## src/hw/sccp_map.vh

```
// Constants for the star camera control and pixel prefilter block.
// Assumes inclusion by bare name from the design file under hw/.
//
// Contract
// - Every second 1 Hz tick, send a fixed 32-byte command sequence.
// - Store each reply byte into housekeeping memory on arrival, in sequence order.
// - First sequence byte is always the readout start command.
// - Readout start uses long or short code per stored integration setting.
// - Other bytes are plain requests, except one heater command byte.
// - Lens reading below setpoint switches on the selected heater.
// - Setpoint command loads lens setpoint and main/alternate heater choice.
// - Prefilter configuration is loaded just before each readout start command.
// - Region mode forwards pixels in four 5x5 windows or diagnostic regions.
// - Region mode used in track and diagnostic, intermittently in search.
// - Threshold mode forwards pixels above threshold plus diagnostic regions.
// - Threshold mode only selectable while in search mode.
// - No bad column or bad pixel rejection in the prefilter.
// - Image data is popped from the FIFO on each data-ready event.
// - Search mode enters track mode once suitable stars are found.
// - Track mode returns to search mode when stars are lost.
// - Diagnostic mode steps a 3x12 patch each frame across the CCD.
// - Data-ready pulses whenever a pixel is written into the FIFO.
`ifndef SCCP_MAP_VH
`define SCCP_MAP_VH
`define SCCP_SEQ_LAST      5'h1F
`define SCCP_HEATER_IDX    5'h10
`define SCCP_LENS_IDX      5'h0F
`define SCCP_CMD_RD_LONG   8'h81
`define SCCP_CMD_RD_SHORT  8'h82
`define SCCP_CMD_HEATER    8'hC0
`define SCCP_CMD_REQ_BASE  8'h20
`define SCCP_MODE_SEARCH   2'h0
`define SCCP_MODE_TRACK    2'h1
`define SCCP_MODE_DIAG     2'h2
`define SCCP_DIAG_ROWS     10'h008
`define SCCP_DIAG_END      10'h3F8
`define SCCP_ROI_SIZE      10'h005
`define SCCP_PATCH_W       10'h00C
`define SCCP_PATCH_H       10'h003
`define SCCP_CCD_LAST      10'h3FF
`define SCCP_FIFO_LAST     4'hF
`define SCCP_FIFO_FULL     5'h10
`endif

```

## src/hw/sccp_top.v

```verilog
// Star camera command sequencer, lens heater loop, mode tracker and pixel prefilter.
// Assumes pixel stream and config ports are on sys_clk; tick and camera reply are pins.
`timescale 1ns/1ps
`include "sccp_map.vh"

module sccp_top (
   input  wire        sys_clk,
   input  wire        rst,
   input  wire        tick_1hz,
   output reg  [7:0]  cam_cmd_data_q,
   output reg         cam_cmd_stb_q,
   input  wire [7:0]  cam_reply_data,
   input  wire        cam_reply_stb,
   input  wire        integration_time_select_cmd,
   input  wire        int_long,
   input  wire        lens_setpoint_cmd,
   input  wire [7:0]  lens_setpoint,
   input  wire        heater_alt,
   input  wire [4:0]  hk_rd_addr,
   output reg  [7:0]  hk_rd_data_q,
   output reg  [7:0]  lens_temp_q,
   output reg  [1:0]  heater_on_q,
   output reg         seq_busy_q,
   input  wire        stars_found,
   input  wire        stars_lost,
   input  wire        diag_enter,
   input  wire        diag_exit,
   output reg  [1:0]  mode_q,
   input  wire        search_roi_sel,
   input  wire [11:0] threshold,
   input  wire [39:0] roi_x,
   input  wire [39:0] roi_y,
   output reg         roi_mode_q,
   input  wire        frame_start,
   input  wire        pix_valid,
   input  wire [9:0]  pix_x,
   input  wire [9:0]  pix_y,
   input  wire [11:0] pix_amp,
   output reg         data_ready_q,
   input  wire        fifo_rd,
   output reg  [31:0] fifo_dout_q,
   output reg         fifo_empty_q
);

   localparam ST_IDLE = 2'h0;
   localparam ST_CFG  = 2'h1;
   localparam ST_SEND = 2'h2;
   localparam ST_WAIT = 2'h3;

   // Corner-anchored box membership, shared by windows and patch
   function in_box;
      input [9:0] px;
      input [9:0] py;
      input [9:0] x0;
      input [9:0] y0;
      input [9:0] w;
      input [9:0] h;
      begin
         in_box = (px >= x0) && ({1'b0, px} < ({1'b0, x0} + {1'b0, w})) &&
                  (py >= y0) && ({1'b0, py} < ({1'b0, y0} + {1'b0, h}));
      end
   endfunction

   // Diagnostic mode decode, shared by patch stepping and patch match
   function is_diag;
      input [1:0] m;
      begin
         is_diag = (m == `SCCP_MODE_DIAG);
      end
   endfunction

   reg  [2:0]  tick_sync_q;
   reg  [2:0]  rstb_sync_q;
   reg  [7:0]  rdat_s1_q;
   reg  [7:0]  rdat_s2_q;
   reg         tick_phase_q;
   reg  [1:0]  state_q;
   reg  [4:0]  idx_q;
   reg         int_long_q;
   reg  [7:0]  setpoint_q;
   reg         heater_alt_q;
   reg  [7:0]  hk_mem [0:31];
   reg  [11:0] thr_q;
   reg  [39:0] roi_x_q;
   reg  [39:0] roi_y_q;
   reg  [9:0]  patch_x_q;
   reg  [9:0]  patch_y_q;
   reg  [31:0] fifo_mem [0:15];
   reg  [3:0]  wr_ptr_q;
   reg  [3:0]  rd_ptr_q;
   reg  [4:0]  count_q;
   reg  [7:0]  cmd_byte;
   reg  [4:0]  count_d;
   wire        tick_rise;
   wire        reply_rise;
   wire [3:0]  roi_hit;
   wire        diag_hit;
   wire        patch_hit;
   wire        sel_hit;
   wire        accept;
   wire        pop;
   wire [1:0]  heater_req;

   // Pin synchronisers; stage 1 feeds stage 2 only
   always @(posedge sys_clk or posedge rst) begin
      if (rst) begin
         tick_sync_q <= 3'h0;
         rstb_sync_q <= 3'h0;
         rdat_s1_q   <= 8'h00;
         rdat_s2_q   <= 8'h00;
      end else begin
         tick_sync_q <= {tick_sync_q[1:0], tick_1hz};
         rstb_sync_q <= {rstb_sync_q[1:0], cam_reply_stb};
         rdat_s1_q   <= cam_reply_data;
         rdat_s2_q   <= rdat_s1_q;
      end
   end

   assign tick_rise  = tick_sync_q[1] & ~tick_sync_q[2];
   assign reply_rise = rstb_sync_q[1] & ~rstb_sync_q[2];

   // Config commands: integration time, setpoint and heater choice
   always @(posedge sys_clk or posedge rst) begin
      if (rst) begin
         int_long_q   <= 1'b0;
         setpoint_q   <= 8'h00;
         heater_alt_q <= 1'b0;
      end else begin
         if (integration_time_select_cmd)
            int_long_q <= int_long;
         if (lens_setpoint_cmd) begin
            setpoint_q   <= lens_setpoint;
            heater_alt_q <= heater_alt;
         end
      end
   end

   // Heater request from latest lens reading
   assign heater_req = (lens_temp_q < setpoint_q) ?
                       (heater_alt_q ? 2'b10 : 2'b01) :
                       2'b00;

   // Command byte for the current sequence slot
   always @* begin
      if (idx_q == 5'h00)
         cmd_byte = int_long_q ? `SCCP_CMD_RD_LONG : `SCCP_CMD_RD_SHORT;
      else if (idx_q == `SCCP_HEATER_IDX)
         cmd_byte = `SCCP_CMD_HEATER | {6'h00, heater_req};
      else
         cmd_byte = `SCCP_CMD_REQ_BASE + {3'h0, idx_q};
   end

   // Tick parity: a sequence starts on every second synchronised tick
   always @(posedge sys_clk or posedge rst) begin
      if (rst)
         tick_phase_q <= 1'b0;
      else if (tick_rise)
         tick_phase_q <= ~tick_phase_q;
   end

   // Sequencer: config load, then 32 byte send/reply exchanges
   always @(posedge sys_clk or posedge rst) begin
      if (rst) begin
         state_q        <= ST_IDLE;
         idx_q          <= 5'h00;
         cam_cmd_data_q <= 8'h00;
         cam_cmd_stb_q  <= 1'b0;
         seq_busy_q     <= 1'b0;
      end else begin
         cam_cmd_stb_q <= 1'b0;
         case (state_q)
            ST_IDLE: begin
               seq_busy_q <= 1'b0;
               if (tick_rise && tick_phase_q) begin
                  state_q    <= ST_CFG;
                  seq_busy_q <= 1'b1;
               end
            end
            ST_CFG: begin
               idx_q   <= 5'h00;
               state_q <= ST_SEND;
            end
            ST_SEND: begin
               cam_cmd_data_q <= cmd_byte;
               cam_cmd_stb_q  <= 1'b1;
               state_q        <= ST_WAIT;
            end
            ST_WAIT: begin
               // One reply per command byte paces the sequence; a lost reply stalls it
               if (reply_rise) begin
                  if (idx_q == `SCCP_SEQ_LAST) begin
                     state_q <= ST_IDLE;
                  end else begin
                     idx_q   <= idx_q + 5'h01;
                     state_q <= ST_SEND;
                  end
               end
            end
            default: state_q <= ST_IDLE;
         endcase
      end
   end

   // Prefilter setup, loaded in the cycle before readout start goes out
   always @(posedge sys_clk or posedge rst) begin
      if (rst) begin
         thr_q      <= 12'h000;
         roi_x_q    <= 40'h00_0000_0000;
         roi_y_q    <= 40'h00_0000_0000;
         roi_mode_q <= 1'b1;
      end else if (state_q == ST_CFG) begin
         thr_q      <= threshold;
         roi_x_q    <= roi_x;
         roi_y_q    <= roi_y;
         roi_mode_q <= (mode_q != `SCCP_MODE_SEARCH) | search_roi_sel;
      end
   end

   // Lens reading and applied heater state, taken from the exchange
   always @(posedge sys_clk or posedge rst) begin
      if (rst) begin
         lens_temp_q <= 8'h00;
         heater_on_q <= 2'b00;
      end else begin
         if (state_q == ST_SEND && idx_q == `SCCP_HEATER_IDX)
            heater_on_q <= heater_req;
         if (state_q == ST_WAIT && reply_rise && idx_q == `SCCP_LENS_IDX)
            lens_temp_q <= rdat_s2_q;
      end
   end

   // Housekeeping store, slot equals command index
   always @(posedge sys_clk) begin
      if (state_q == ST_WAIT && reply_rise)
         hk_mem[idx_q] <= rdat_s2_q;
   end

   // Housekeeping read port
   always @(posedge sys_clk or posedge rst) begin
      if (rst)
         hk_rd_data_q <= 8'h00;
      else
         hk_rd_data_q <= hk_mem[hk_rd_addr];
   end

   // Operating mode tracker
   always @(posedge sys_clk or posedge rst) begin
      if (rst) begin
         mode_q <= `SCCP_MODE_SEARCH;
      end else begin
         case (mode_q)
            `SCCP_MODE_SEARCH: begin
               if (diag_enter)
                  mode_q <= `SCCP_MODE_DIAG;
               else if (stars_found)
                  mode_q <= `SCCP_MODE_TRACK;
            end
            `SCCP_MODE_TRACK: begin
               if (diag_enter)
                  mode_q <= `SCCP_MODE_DIAG;
               else if (stars_lost)
                  mode_q <= `SCCP_MODE_SEARCH;
            end
            `SCCP_MODE_DIAG: begin
               if (diag_exit)
                  mode_q <= `SCCP_MODE_SEARCH;
            end
            default: mode_q <= `SCCP_MODE_SEARCH;
         endcase
      end
   end

   // Diagnostic patch steps one place per frame, row-major wrap
   always @(posedge sys_clk or posedge rst) begin
      if (rst) begin
         patch_x_q <= 10'h000;
         patch_y_q <= 10'h000;
      end else if (frame_start && is_diag(mode_q)) begin
         // Last place may overhang the edge so the final columns and rows are swept
         if ({1'b0, patch_x_q} + {1'b0, `SCCP_PATCH_W} > {1'b0, `SCCP_CCD_LAST}) begin
            patch_x_q <= 10'h000;
            if ({1'b0, patch_y_q} + {1'b0, `SCCP_PATCH_H} > {1'b0, `SCCP_CCD_LAST})
               patch_y_q <= 10'h000;
            else
               patch_y_q <= patch_y_q + `SCCP_PATCH_H;
         end else begin
            patch_x_q <= patch_x_q + `SCCP_PATCH_W;
         end
      end
   end

   // Four addressable 5x5 windows
   genvar gi;
   generate
      for (gi = 0; gi < 4; gi = gi + 1) begin : g_roi
         assign roi_hit[gi] = in_box(pix_x, pix_y, roi_x_q[gi*10 +: 10],
                                     roi_y_q[gi*10 +: 10],
                                     `SCCP_ROI_SIZE, `SCCP_ROI_SIZE);
      end
   endgenerate

   assign patch_hit = is_diag(mode_q) &&
                      in_box(pix_x, pix_y, patch_x_q, patch_y_q,
                             `SCCP_PATCH_W, `SCCP_PATCH_H);
   // Fixed diagnostic regions at image start and end
   assign diag_hit  = (pix_y < `SCCP_DIAG_ROWS) || (pix_y >= `SCCP_DIAG_END);
   // No bad column or pixel screening here; downstream handles it
   assign sel_hit   = roi_mode_q ? ((|roi_hit) | patch_hit)
                                 : (pix_amp > thr_q);
   assign accept    = pix_valid && (diag_hit || sel_hit) && (count_q != `SCCP_FIFO_FULL);
   assign pop       = fifo_rd && (count_q != 5'h00);

   // FIFO occupancy
   always @* begin
      count_d = count_q;
      if (accept && !pop)
         count_d = count_q + 5'h01;
      else if (pop && !accept)
         count_d = count_q - 5'h01;
   end

   // Pixel FIFO storage
   always @(posedge sys_clk) begin
      if (accept)
         fifo_mem[wr_ptr_q] <= {pix_x, pix_y, pix_amp};
   end

   // FIFO pointers, read data and data-ready event
   always @(posedge sys_clk or posedge rst) begin
      if (rst) begin
         wr_ptr_q     <= 4'h0;
         rd_ptr_q     <= 4'h0;
         count_q      <= 5'h00;
         fifo_empty_q <= 1'b1;
         fifo_dout_q  <= 32'h0000_0000;
         data_ready_q <= 1'b0;
      end else begin
         count_q      <= count_d;
         fifo_empty_q <= (count_d == 5'h00);
         data_ready_q <= accept;
         if (accept)
            wr_ptr_q <= wr_ptr_q + 4'h1;
         if (pop) begin
            fifo_dout_q <= fifo_mem[rd_ptr_q];
            rd_ptr_q    <= rd_ptr_q + 4'h1;
         end
      end
   end

endmodule // sccp_top

```

## config.mk

```make
export PLATFORM = sky130hd
export DESIGN_NAME = sccp_top
export DESIGN_NICKNAME = d
export VERILOG_FILES = /design/src/hw/sccp_top.v
export VERILOG_INCLUDE_DIRS = /design/src /design/src/hw
export SDC_FILE = /design/constraint.sdc
export NUM_CORES = 1
export LEC_CHECK = 0
export ABC_AREA = 1
export BUFFER_PORTS_ARGS = -buffer_cell sky130_fd_sc_hd__buf_4
export CORE_MARGIN = 2
export CORE_UTILIZATION = 50
export CTS_CLUSTER_SIZE = 28
export DETAILED_ROUTE_END_ITERATION = 16
export PLACE_DENSITY_LB_ADDON = 0.08
export SLEW_MARGIN = 0
export SYNTH_ARGS = -nofsm -noshare
export SYNTH_HDL_FRONTEND = slang
export SYNTH_SLANG_ARGS = --single-unit
export TNS_END_PERCENT = 100
```

## constraint.sdc

```tcl
create_clock -name sys_clk -period 14.1 [get_ports sys_clk]
set_input_delay 2.82 -clock sys_clk [delete_from_list [all_inputs] [get_ports sys_clk]]
set_output_delay 2.82 -clock sys_clk [all_outputs]
set_load 0.05 [all_outputs]
```

Yosys cells after proc, flatten, opt, wreduce, memory -nomap -nowiden

Memory sizes are Yosys's and may differ from the RTL's. A register that Yosys moved wholly into a read port is not among the register bits.
Index checks and enable logic that the tools add are counted.

Register bits after elaboration: 190
Bits in writable memories: 768
Bits of input ports: 161
Output and inout port bits: 65
Logic and storage cells: 166
Memories kept: 2

Add/subtract/negate cells: 18
$lt $le $gt $ge: 26
Equal/unequal tests: 15
Mux-type cells: 29
Bitwise gates (word level): 7
Reductions and logical operators: 42

Memories:

| memory   | words | bits a word | read ports | clocked after Yosys merged registers in | wr ports | line          | RTL |
|---|---|---|---|---|---|---|---|
| fifo_mem | 16    | 32          | 1          | 1                                       | 1        | sccp_top.v:88 | `reg [31:0] fifo_mem [0:15];` |
| hk_mem   | 32    | 8           | 1          | 1                                       | 1        | sccp_top.v:82 | `reg [7:0] hk_mem [0:31];` |

Operators by type and width:

| cell                                                             | count |
|---|---|
| less-than comparator 10 x 11 -> 1 bit                            | 10 |
| greater-or-equal comparator 10 bit                               | 10 |
| adder 10 x 3 -> 11 bit (second input constant)                   | 8 |
| logical AND 1 bit                                                | 26 |
| greater-than comparator 11 x 10 -> 1 bit (second input constant) | 2 |
| 2-to-1 mux 2 bit                                                 | 11 |
| 2-to-1 mux 10 bit                                                | 2 |
| 2-to-1 mux 5 bit                                                 | 4 |
| 2-to-1 mux 8 bit                                                 | 2 |
| greater-than comparator 12 bit                                   | 1 |
| adder 10 x 2 -> 11 bit (second input constant)                   | 1 |
| adder 10 x 4 -> 11 bit (second input constant)                   | 1 |
| adder 10 x 2 -> 10 bit (second input constant)                   | 1 |
| adder 10 x 4 -> 10 bit (second input constant)                   | 1 |
| adder 5 x 1 -> 5 bit (second input constant)                     | 2 |
| equality test 5 bit (second input constant)                      | 2 |
| greater-or-equal comparator 10 bit (second input constant)       | 1 |
| logical NOT 5 bit                                                | 2 |
| less-than comparator 10 x 4 -> 1 bit (second input constant)     | 1 |
| one-hot mux 5 bit (2 select lines)                               | 1 |
| adder 4 x 1 -> 4 bit (second input constant)                     | 2 |
| less-than comparator 8 bit                                       | 1 |
| inequality test 2 bit (second input constant)                    | 4 |
| one-hot mux 2 bit (4 select lines)                               | 1 |
| other kinds (20)                                                 | 40 |

Longest topological paths before layout

Gate-level depths: netlist (run 1).

Depth in word-level cells: 16
Gate-level depth with buffers: 29
Mapped depth without buffers: 29

Worst setup path before layout (run 1)

OpenSTA, ideal clock, no wires.

Path type: input port to flip-flop
From: input pix_y[0]
To: memory fifo_mem[11][0], enable pin
Setup time: 0.421 ns
Data arrival time: 5.797 ns
Required time: 13.679 ns
Setup slack: 7.882 ns
Stages: 17
Buffers on the path: 0
Cells stage by stage: inv_1 -> ha_1 -> nor2_1 -> nand3_1 -> nor4_1 -> nor2_1 -> nor2_1 -> nand2_1 -> nand2_1 -> nor2_1 -> nand2_1 -> nand2_2 -> nand2_4 -> nand2_4 -> clkinv_1 -> nand3_1 -> nor2_1

Longest elaborated chain between the ends: 11
Elaborated cells on any way between the ends: 32
Those cells by class: order compare (12); mux (3); bitwise (1); reduce/logical (16)

RTL lines:

| item                                                    | line                           | RTL |
|---|---|---|
| from (decl)                                             | sccp_top.v:37                  | `input wire [9:0] pix_y,` |
| greater-or-equal comparator 10 bit                      | sccp_top.v:60                  | `(py >= y0) && ({1'b0, py} < ({1'b0, y0} + {1'b0, h}));` |
| logical AND 1 bit                                       | sccp_top.v:59                  | `in_box = (px >= x0) && ({1'b0, px} < ({1'b0, x0} + {1'b0, w})) &&` |
| logical AND 1 bit                                       | sccp_top.v:60                  |  |
| OR reduction 4 bit or logical AND 1 bit (tied branches) | sccp_top.v:308, sccp_top.v:302 |  |
| bitwise OR 1 bit                                        | sccp_top.v:308                 | `assign sel_hit = roi_mode_q ? ((\|roi_hit) \| patch_hit)` |
| 2-to-1 mux 1 bit                                        | sccp_top.v:308                 |  |
| logical OR 1 bit *                                      | sccp_top.v:310                 | `` assign accept = pix_valid && (diag_hit \|\| sel_hit) && (count_q != `SCCP_FIFO_FULL); `` |
| logical AND 1 bit * (2 in a row)                        | sccp_top.v:310                 |  |
| named net accept                                        | sccp_top.v:100                 | `wire accept;` |
| 2-to-1 mux 1 bit *                                      | sccp_top.v:324                 | `if (accept)` |
| 2-to-1 mux 1 bit (not written as such) *                | sccp_top.v:325                 | `fifo_mem[wr_ptr_q] <= {pix_x, pix_y, pix_amp};` |
| to (decl)                                               | sccp_top.v:88                  |  |

The timed path passes the listed nets; every way through them passes the cells marked *.

Worst setup path after layout (run 1)

From: input pix_y[0]
To: memory fifo_mem[13][26], enable pin

Same word-level chain as after synthesis.

==> results of run 1 <==
==> final timing paths <==
kind                               from                to  slack [ns]  cells past startpoint
min in group asynchronous           rst        int_long_q        2.26                      2
setup / recovery               pix_y[0]  fifo_mem[13][26]        7.86                     18
hold reg to reg            rdat_s1_q[4]      rdat_s2_q[4]        0.34                      0
hold / removal             rdat_s1_q[4]      rdat_s2_q[4]        0.34                      0
max in group asynchronous           rst       rd_ptr_q[0]       10.30                      3
setup reg to reg           patch_y_q[0]  fifo_mem[13][26]        9.11                     24
==> kinds of logic (layout without fill, tap and decap cells) <==
group | count (synthesis) | count (layout) | share of synthesized area (%)
simple gates | 1272 | 1272 | 11.5
flops | 996 | 996 | 64.1
compound gates | 950 | 950 | 12.2
buf+inv | 440 | 712 | 3.69
fa+ha+maj | 239 | 239 | 6.67
xor+xnor | 82 | 82 | 1.60
mux | 10 | 10 | 0.251
==> synth_stat cells, types with 4 or more instances <==
library cell	number	share of area (%)
nand4_1	20	0.28
a32oi_1	6	0.12
clkbuf_1	178	1.5
nand3_1	122	1.4
xor2_1	81	1.6
ha_1	239	6.7
o211ai_1	7	0.12
nor4_1	4	0.056
o21a_1	10	0.17
a31oi_1	31	0.43
mux2_2	10	0.25
a21o_1	8	0.13
nor2_1	627	5.2
nand3b_1	8	0.13
dfrtp_1	226	13
o221ai_1	106	2.1
a21oi_1	74	0.83
o21ai_0	579	6.5
o22ai_1	115	1.6
nand2_1	442	3.7
buf_1	9	0.075
inv_1	246	2.1
nor3_1	34	0.38
o21ai_1	4	0.045
edfxtp_1	768	51
==> final cells by class <==
type / count / area [um2]
Clock inverter: 52 / 583
Sequential cell: 996 / 28800
Inverter: 252 / 961
Fill cell: 7493 / 37400
Tap cell: 1165 / 1460
Clock buffer: 147 / 2980
Timing Repair Buffer: 261 / 1960
Multi-Input combinational cell: 2553 / 14600
==> report_power, final <==
part           switching [mW]  total, mW  internal [mW]
registers               0.288       3.78           3.49
clock network            1.17       2.82           1.65
logic                    2.19       3.22           1.04
==> state kept, by name, indices dropped and copies added (netlist names), 10 cells and up <==
| signal | cells |
|---|---|
| fifo_mem | 512 |
| hk_mem | 256 |
| roi_x_q | 40 |
| roi_y_q | 40 |
| fifo_dout_q | 32 |
| thr_q | 12 |
| patch_y_q | 10 |
==> stage by stage <==
stage	power [mW]	worst slack [ns]	hold WS, ns
finish	9.82	7.86	0.340
global route	10.4	7.63	0.347
detailed placement	7.06	7.21	0.336
CTS	9.87	7.93	0.336
floorplan	5.99	5.04	0.331
global placement	7.02	7.19	0.332
==> per-layer routing <==
| layer | vias up | part of all wire, % |
|---|---|---|
| met4 | 2 | 2.3 |
| met2 | 916 | 46 |
| met1 | 15100 | 45 |
| li1 | 14600 | - |
| met5 | - | 0.0060 |
| met3 | 150 | 6.0 |
==> metrics, run 1 <==
ys async rst share=22.9%; Max Transition Viols Final=0; outcome=complete, no violations; Area Overhead vs Synth=14.3%; clock period minus worst slack=6.24 ns; hold_buf cts=0; Nets=4,569; Inserted Clock Buffers=105; Placed Instance Area=47,700 um2; GR Overflow Total=0; Leak=19.7 nW; Mapped Avg Cell Area=11.2 um2; critical path peak fanout=32; vias in the first global route=29,800; mean routed wirelength per cell=21.6 um; hpwl dp=70,500 um; sequential share of the synthesized area=64.1%; Post-synth top flop=edfxtp_1; clk_lat worst skew=0.69 ns; pwr/cell area=192 nW/um2; Core Box Area=88,600 um2; Fmax achieved=160 MHz; CTS tree=built; GRT Overall Usage=25.5%; Tcrit/Tclk final=44.2%; first-pass GRT wire length=179,000 um; Final Cell Area=51,300 um2; final setup fails=0; Synth Warn #=0; WP buf/inv=3; Die ar.=92,100 um2; CP peak stage delay=1.02 ns; maximum vdd ir drop=0.112 mV; max-cap viol count=0; die height=304 um; initial antenna violation count=1; met2 Track Usage GR=40.2%; Antenna Violating Nets Remaining=0; Detailed Route Iter0 Violations=2,408; Sink Count=996; Crit Path Class=in2reg; Post-CTS Resized=0; worst hold path type=reg2reg; Setup Buffers After CTS=0; flops & latches, synth=996; num rows=109; largest net degree at the start of global routing=104; Root Buffer=clkbuf_16; library cells used by synthesis=46; CP Cell Sequence=buf_4 > inv_1 > ha_1 > nor2_1 > nand3_1 > nor4_1 > nor2_1 > nor2_1 > nand2_1 > nand2_1 > nor2_1 > nand2_1 > nand2_2 > nand2_4 > nand2_4 > clkinv_1 > nand2_1 > nor2_4; Crit. End Element=flip-flop; Syn Std Cell Area=44,900 um2; WP data required=14.38 ns; Final Util=57.8%; layout cells sized above 1=11.4%; H-tree levels=3; Worst Path Arrival=6.52 ns; Vias/cell=5.67; Ports=226; RSZ-0062 raised after global routing=no; worst-margin pin slew=1.28 ns; most frequent cells in the layout=edfxtp_1 (768), nor2_1 (610), o21ai_0 (579), nand2_1 (442), buf_4 (261); Cells after DPL=5,227; Port Buffers=225; largest delay contributor family on the critical path=simple AND/OR/NAND/NOR gates; met3 Usage GRT=3.43%; Final GP Congestion=0.854; Post-synth EDFFs=768; Worst Setup Start Kind=input port; First-pass DRT Iterations=5; most common cell after layout, fill and taps aside=edfxtp_1; ant diodes=0; synthesized net count=4,389; busiest grt layer=met2; via count=30,800; setup TNS=0 ns; number of remaining DRC errors=0; critical path's slowest cell=nor2_4; Final Skew=0.0221 ns; total routed wirelength=117,000 um; Die Wd=304 um; Synth Instances=3,989; met1 Use GR=37.1%; Max clock buf depth=3; register clock-pin slew on the reported worst setup and hold paths=0.06 ns; Initial Util=50.6%; Final Hold Viols=0; relative slew slack=14.5%; Finished Layout Cells=5,426
Power figures use the tool's default switching activity.
==> run 2: changes to the inputs <==
==> constraint.sdc (replaced) <==
create_clock -name sys_clk -period 5.2 [get_ports sys_clk]
set_input_delay 1.04 -clock sys_clk [delete_from_list [all_inputs] [get_ports sys_clk]]
set_output_delay 1.04 -clock sys_clk [all_outputs]
set_load 0.05 [all_outputs]
==> run 2 against run 1 <==
Core utilization is 0.34 points higher. Largest power group unchanged. Register-to-register slack worse by 8.3 ns. Cell count is 0.63% higher. Clock power grew to 2.7 times the previous value. Flip-flop and latch count stayed put.
==> metrics, run 2 (synthesized netlist as in run 1, its figures left out) <==
Ports=226 (unchanged); Nets=4,602 (was 4,569); Setup Buffers After CTS=0 (unchanged); num rows=109 (unchanged); minimum hold slack=0.339 ns (was 0.340 ns); Sink Count=996 (unchanged); WP data required=5.50 ns (was 14.38 ns); Largest regs=fifo_mem: 512 flops, hk_mem: 256 flops (unchanged); critical path peak fanout=24 (was 32); worst hold path type=reg2reg (unchanged); Max clock buf depth=3 (unchanged); Area Overhead vs Synth=15.0% (was 14.3%); Largest Register=fifo_mem (unchanged); total routed wirelength=116,000 um (was 117,000 um); via count=30,800 (about the same); worst setup path start=patch_y_q[0] (was pix_y[0]); Worst Path Arrival=4.73 ns (was 6.52 ns); Leak=19.9 nW (was 19.7 nW); H-tree levels=3 (unchanged); maximum vdd ir drop=0.292 mV (was 0.112 mV); Placed Instance Area=48,000 um2 (was 47,700 um2); vias in the first global route=29,900 (was 29,800); clk_lat worst skew=0.68 ns (was 0.69 ns); worst r2r dst=fifo_mem[8][4] (was fifo_mem[13][26]); clock period minus worst slack=4.42 ns; Fmax achieved=226 MHz; Largest register FFs=512 (unchanged); layout cells sized above 1=12.0% (was 11.4%); Port Buffers=225 (unchanged); Final GP Congestion=0.846 (was 0.854); Root Buffer=clkbuf_16 (unchanged); Crit. End Element=flip-flop (unchanged); mean routed wirelength per cell=21.3 um (was 21.6 um); setup TNS=0 ns (unchanged); worst r2r path cells=25 (was 24); max-cap viol count=0 (unchanged); register clock-pin slew on the reported worst setup and hold paths=0.06 ns (about the same); Inserted Clock Buffers=104 (was 105); worst-margin pin slew=1.28 ns (about the same); Total Power=26.6 mW (was 9.82 mW); GRT Overall Usage=25.3% (was 25.5%); Final Skew=0.0262 ns (was 0.0221 ns); outcome=complete, no violations (unchanged); Initial Util=50.6% (unchanged); Final Util=58.2% (was 57.8%); hold path depth=0 (unchanged); CTS tree=built (unchanged); Vias/cell=5.64 (was 5.67); Crit Path Class=reg2reg (was in2reg); Post-CTS Resized=0 (unchanged); largest net degree at the start of global routing=146 (was 104); Max Transition Viols Final=0 (unchanged); Hold EP=rdat_s2_q[5] (was rdat_s2_q[4]); pwr/cell area=517 nW/um2 (was 192 nW/um2); Worst Setup Start Kind=flip-flop (was input port); Core Box Area=88,600 um2 (unchanged); Die Wd=304 um (unchanged); Detailed Route Iter0 Violations=2,451 (was 2,408); die height=304 um (unchanged); number of remaining DRC errors=0 (unchanged); final setup fails=0 (unchanged); First-pass DRT Iterations=6 (was 5); initial antenna violation count=1 (unchanged); most frequent cells in the layout=edfxtp_1 (768), nor2_1 (610), o21ai_0 (579), nand2_1 (442), buf_4 (290) (was edfxtp_1 (768), nor2_1 (610), o21ai_0 (579), nand2_1 (442), buf_4 (261)); most common cell after layout, fill and taps aside=edfxtp_1 (unchanged); R2R Setup Slk=0.78 ns (was 9.11 ns); min-delay src=rdat_s1_q[5] (was rdat_s1_q[4]); hpwl dp=72,400 um (was 70,500 um); reg2reg start=patch_y_q[0] (unchanged); GR Overflow Total=0 (unchanged); Final Cell Area=51,600 um2 (was 51,300 um2); Tcrit/Tclk final=85.1%; RSZ-0062 raised after global routing=no (unchanged); first-pass GRT wire length=177,000 um (was 179,000 um); Final Hold Viols=0 (unchanged); hold_buf cts=0 (unchanged); Die ar.=92,100 um2 (unchanged); Antenna Violating Nets Remaining=0 (unchanged); relative slew slack=14.5% (about the same)
==> run 2: changes by cell type in the layout (fill, tap and decap cells not counted), sizes merged <==
cell | previous run | this run
clkinv | 36 | 46
clkbuf | 147 | 128
bufinv | 9 | 13
inv | 255 | 253
diode | 0 | 1
buf | 261 | 295
clkinvlp | 4 | 10
==> run 2: cell type report <==
cell class,count,area (um2)
multi-input combinational,2553,14600
clock inverter,70,742
antenna,1,2.50
inverter,252,956
sequential,996,28800
timing repair buffer,295,2280
clock buffer,128,2810
fill,7535,37100
tap,1165,1460
==> run 2: power by group <==
part           switching (mW)  internal [mW]
Clock                    3.15           4.49
Sequential              0.807           9.47
Combinational            5.87           2.86
==> run 2: how the worst max path moves through the flow <==
stage	end	slack, ns	depth (start not counted)
final	fifo_mem[8][4]	0.78	25
after global routing	fifo_mem[8][5]	0.42	26
after CTS	fifo_mem[10][0]	0.77	22
after detailed placement	fifo_mem[10][6]	0.50	17
after global placement	fifo_mem[10][6]	0.57	17
after floorplan	fifo_mem[11][0]	0.69	25
==> run 2: per-layer routing <==
| metal | vias up | part of all wire (%) | GRT usage (%) |
|---|---|---|---|
| met2 | 836 | 46 | 39.7 |
| met5 | - | 0 | 0 |
| met1 | 15100 | 45 | 36.6 |
| li1 | 14700 | - | - |
| met4 | 0 | 2.5 | 7.83 |
| met3 | 147 | 6.0 | 3.71 |
==> run 2: worst max-delay path, cell delays in order, from the launching register on <==
cell and delay [ns]:
dfrtp_1 0.37, inv_1 0.12, ha_1 0.25, inv_1 0.10, nand3_1 0.09, nor2_1 0.15, inv_1 0.08, o21ai_0 0.35
ha_1 0.32, nand2_1 0.07, inv_1 0.03, nor2_1 0.09, o21a_1 0.12, nor2_1 0.04, nor2_1 0.09, nand2_1 0.11
nor3_2 0.19, nor2_1 0.07, nand2_1 0.08, nand2_2 0.11, nand2_4 0.12, nand2_4 0.10, clkinv_1 0.17, nand2_1 0.26
nor2_4 0.17, buf_4 0.40
==> run 2: through the flow <==
step           worst slack (ns)  cells
3_5_place_dp              0.502   5261
2_1_floorplan             0.694   3989
3_3_place_gp              0.572   5261
4_1_cts                   0.773   5459
5_1_grt                   0.419   5459
6_report                  0.777   5460
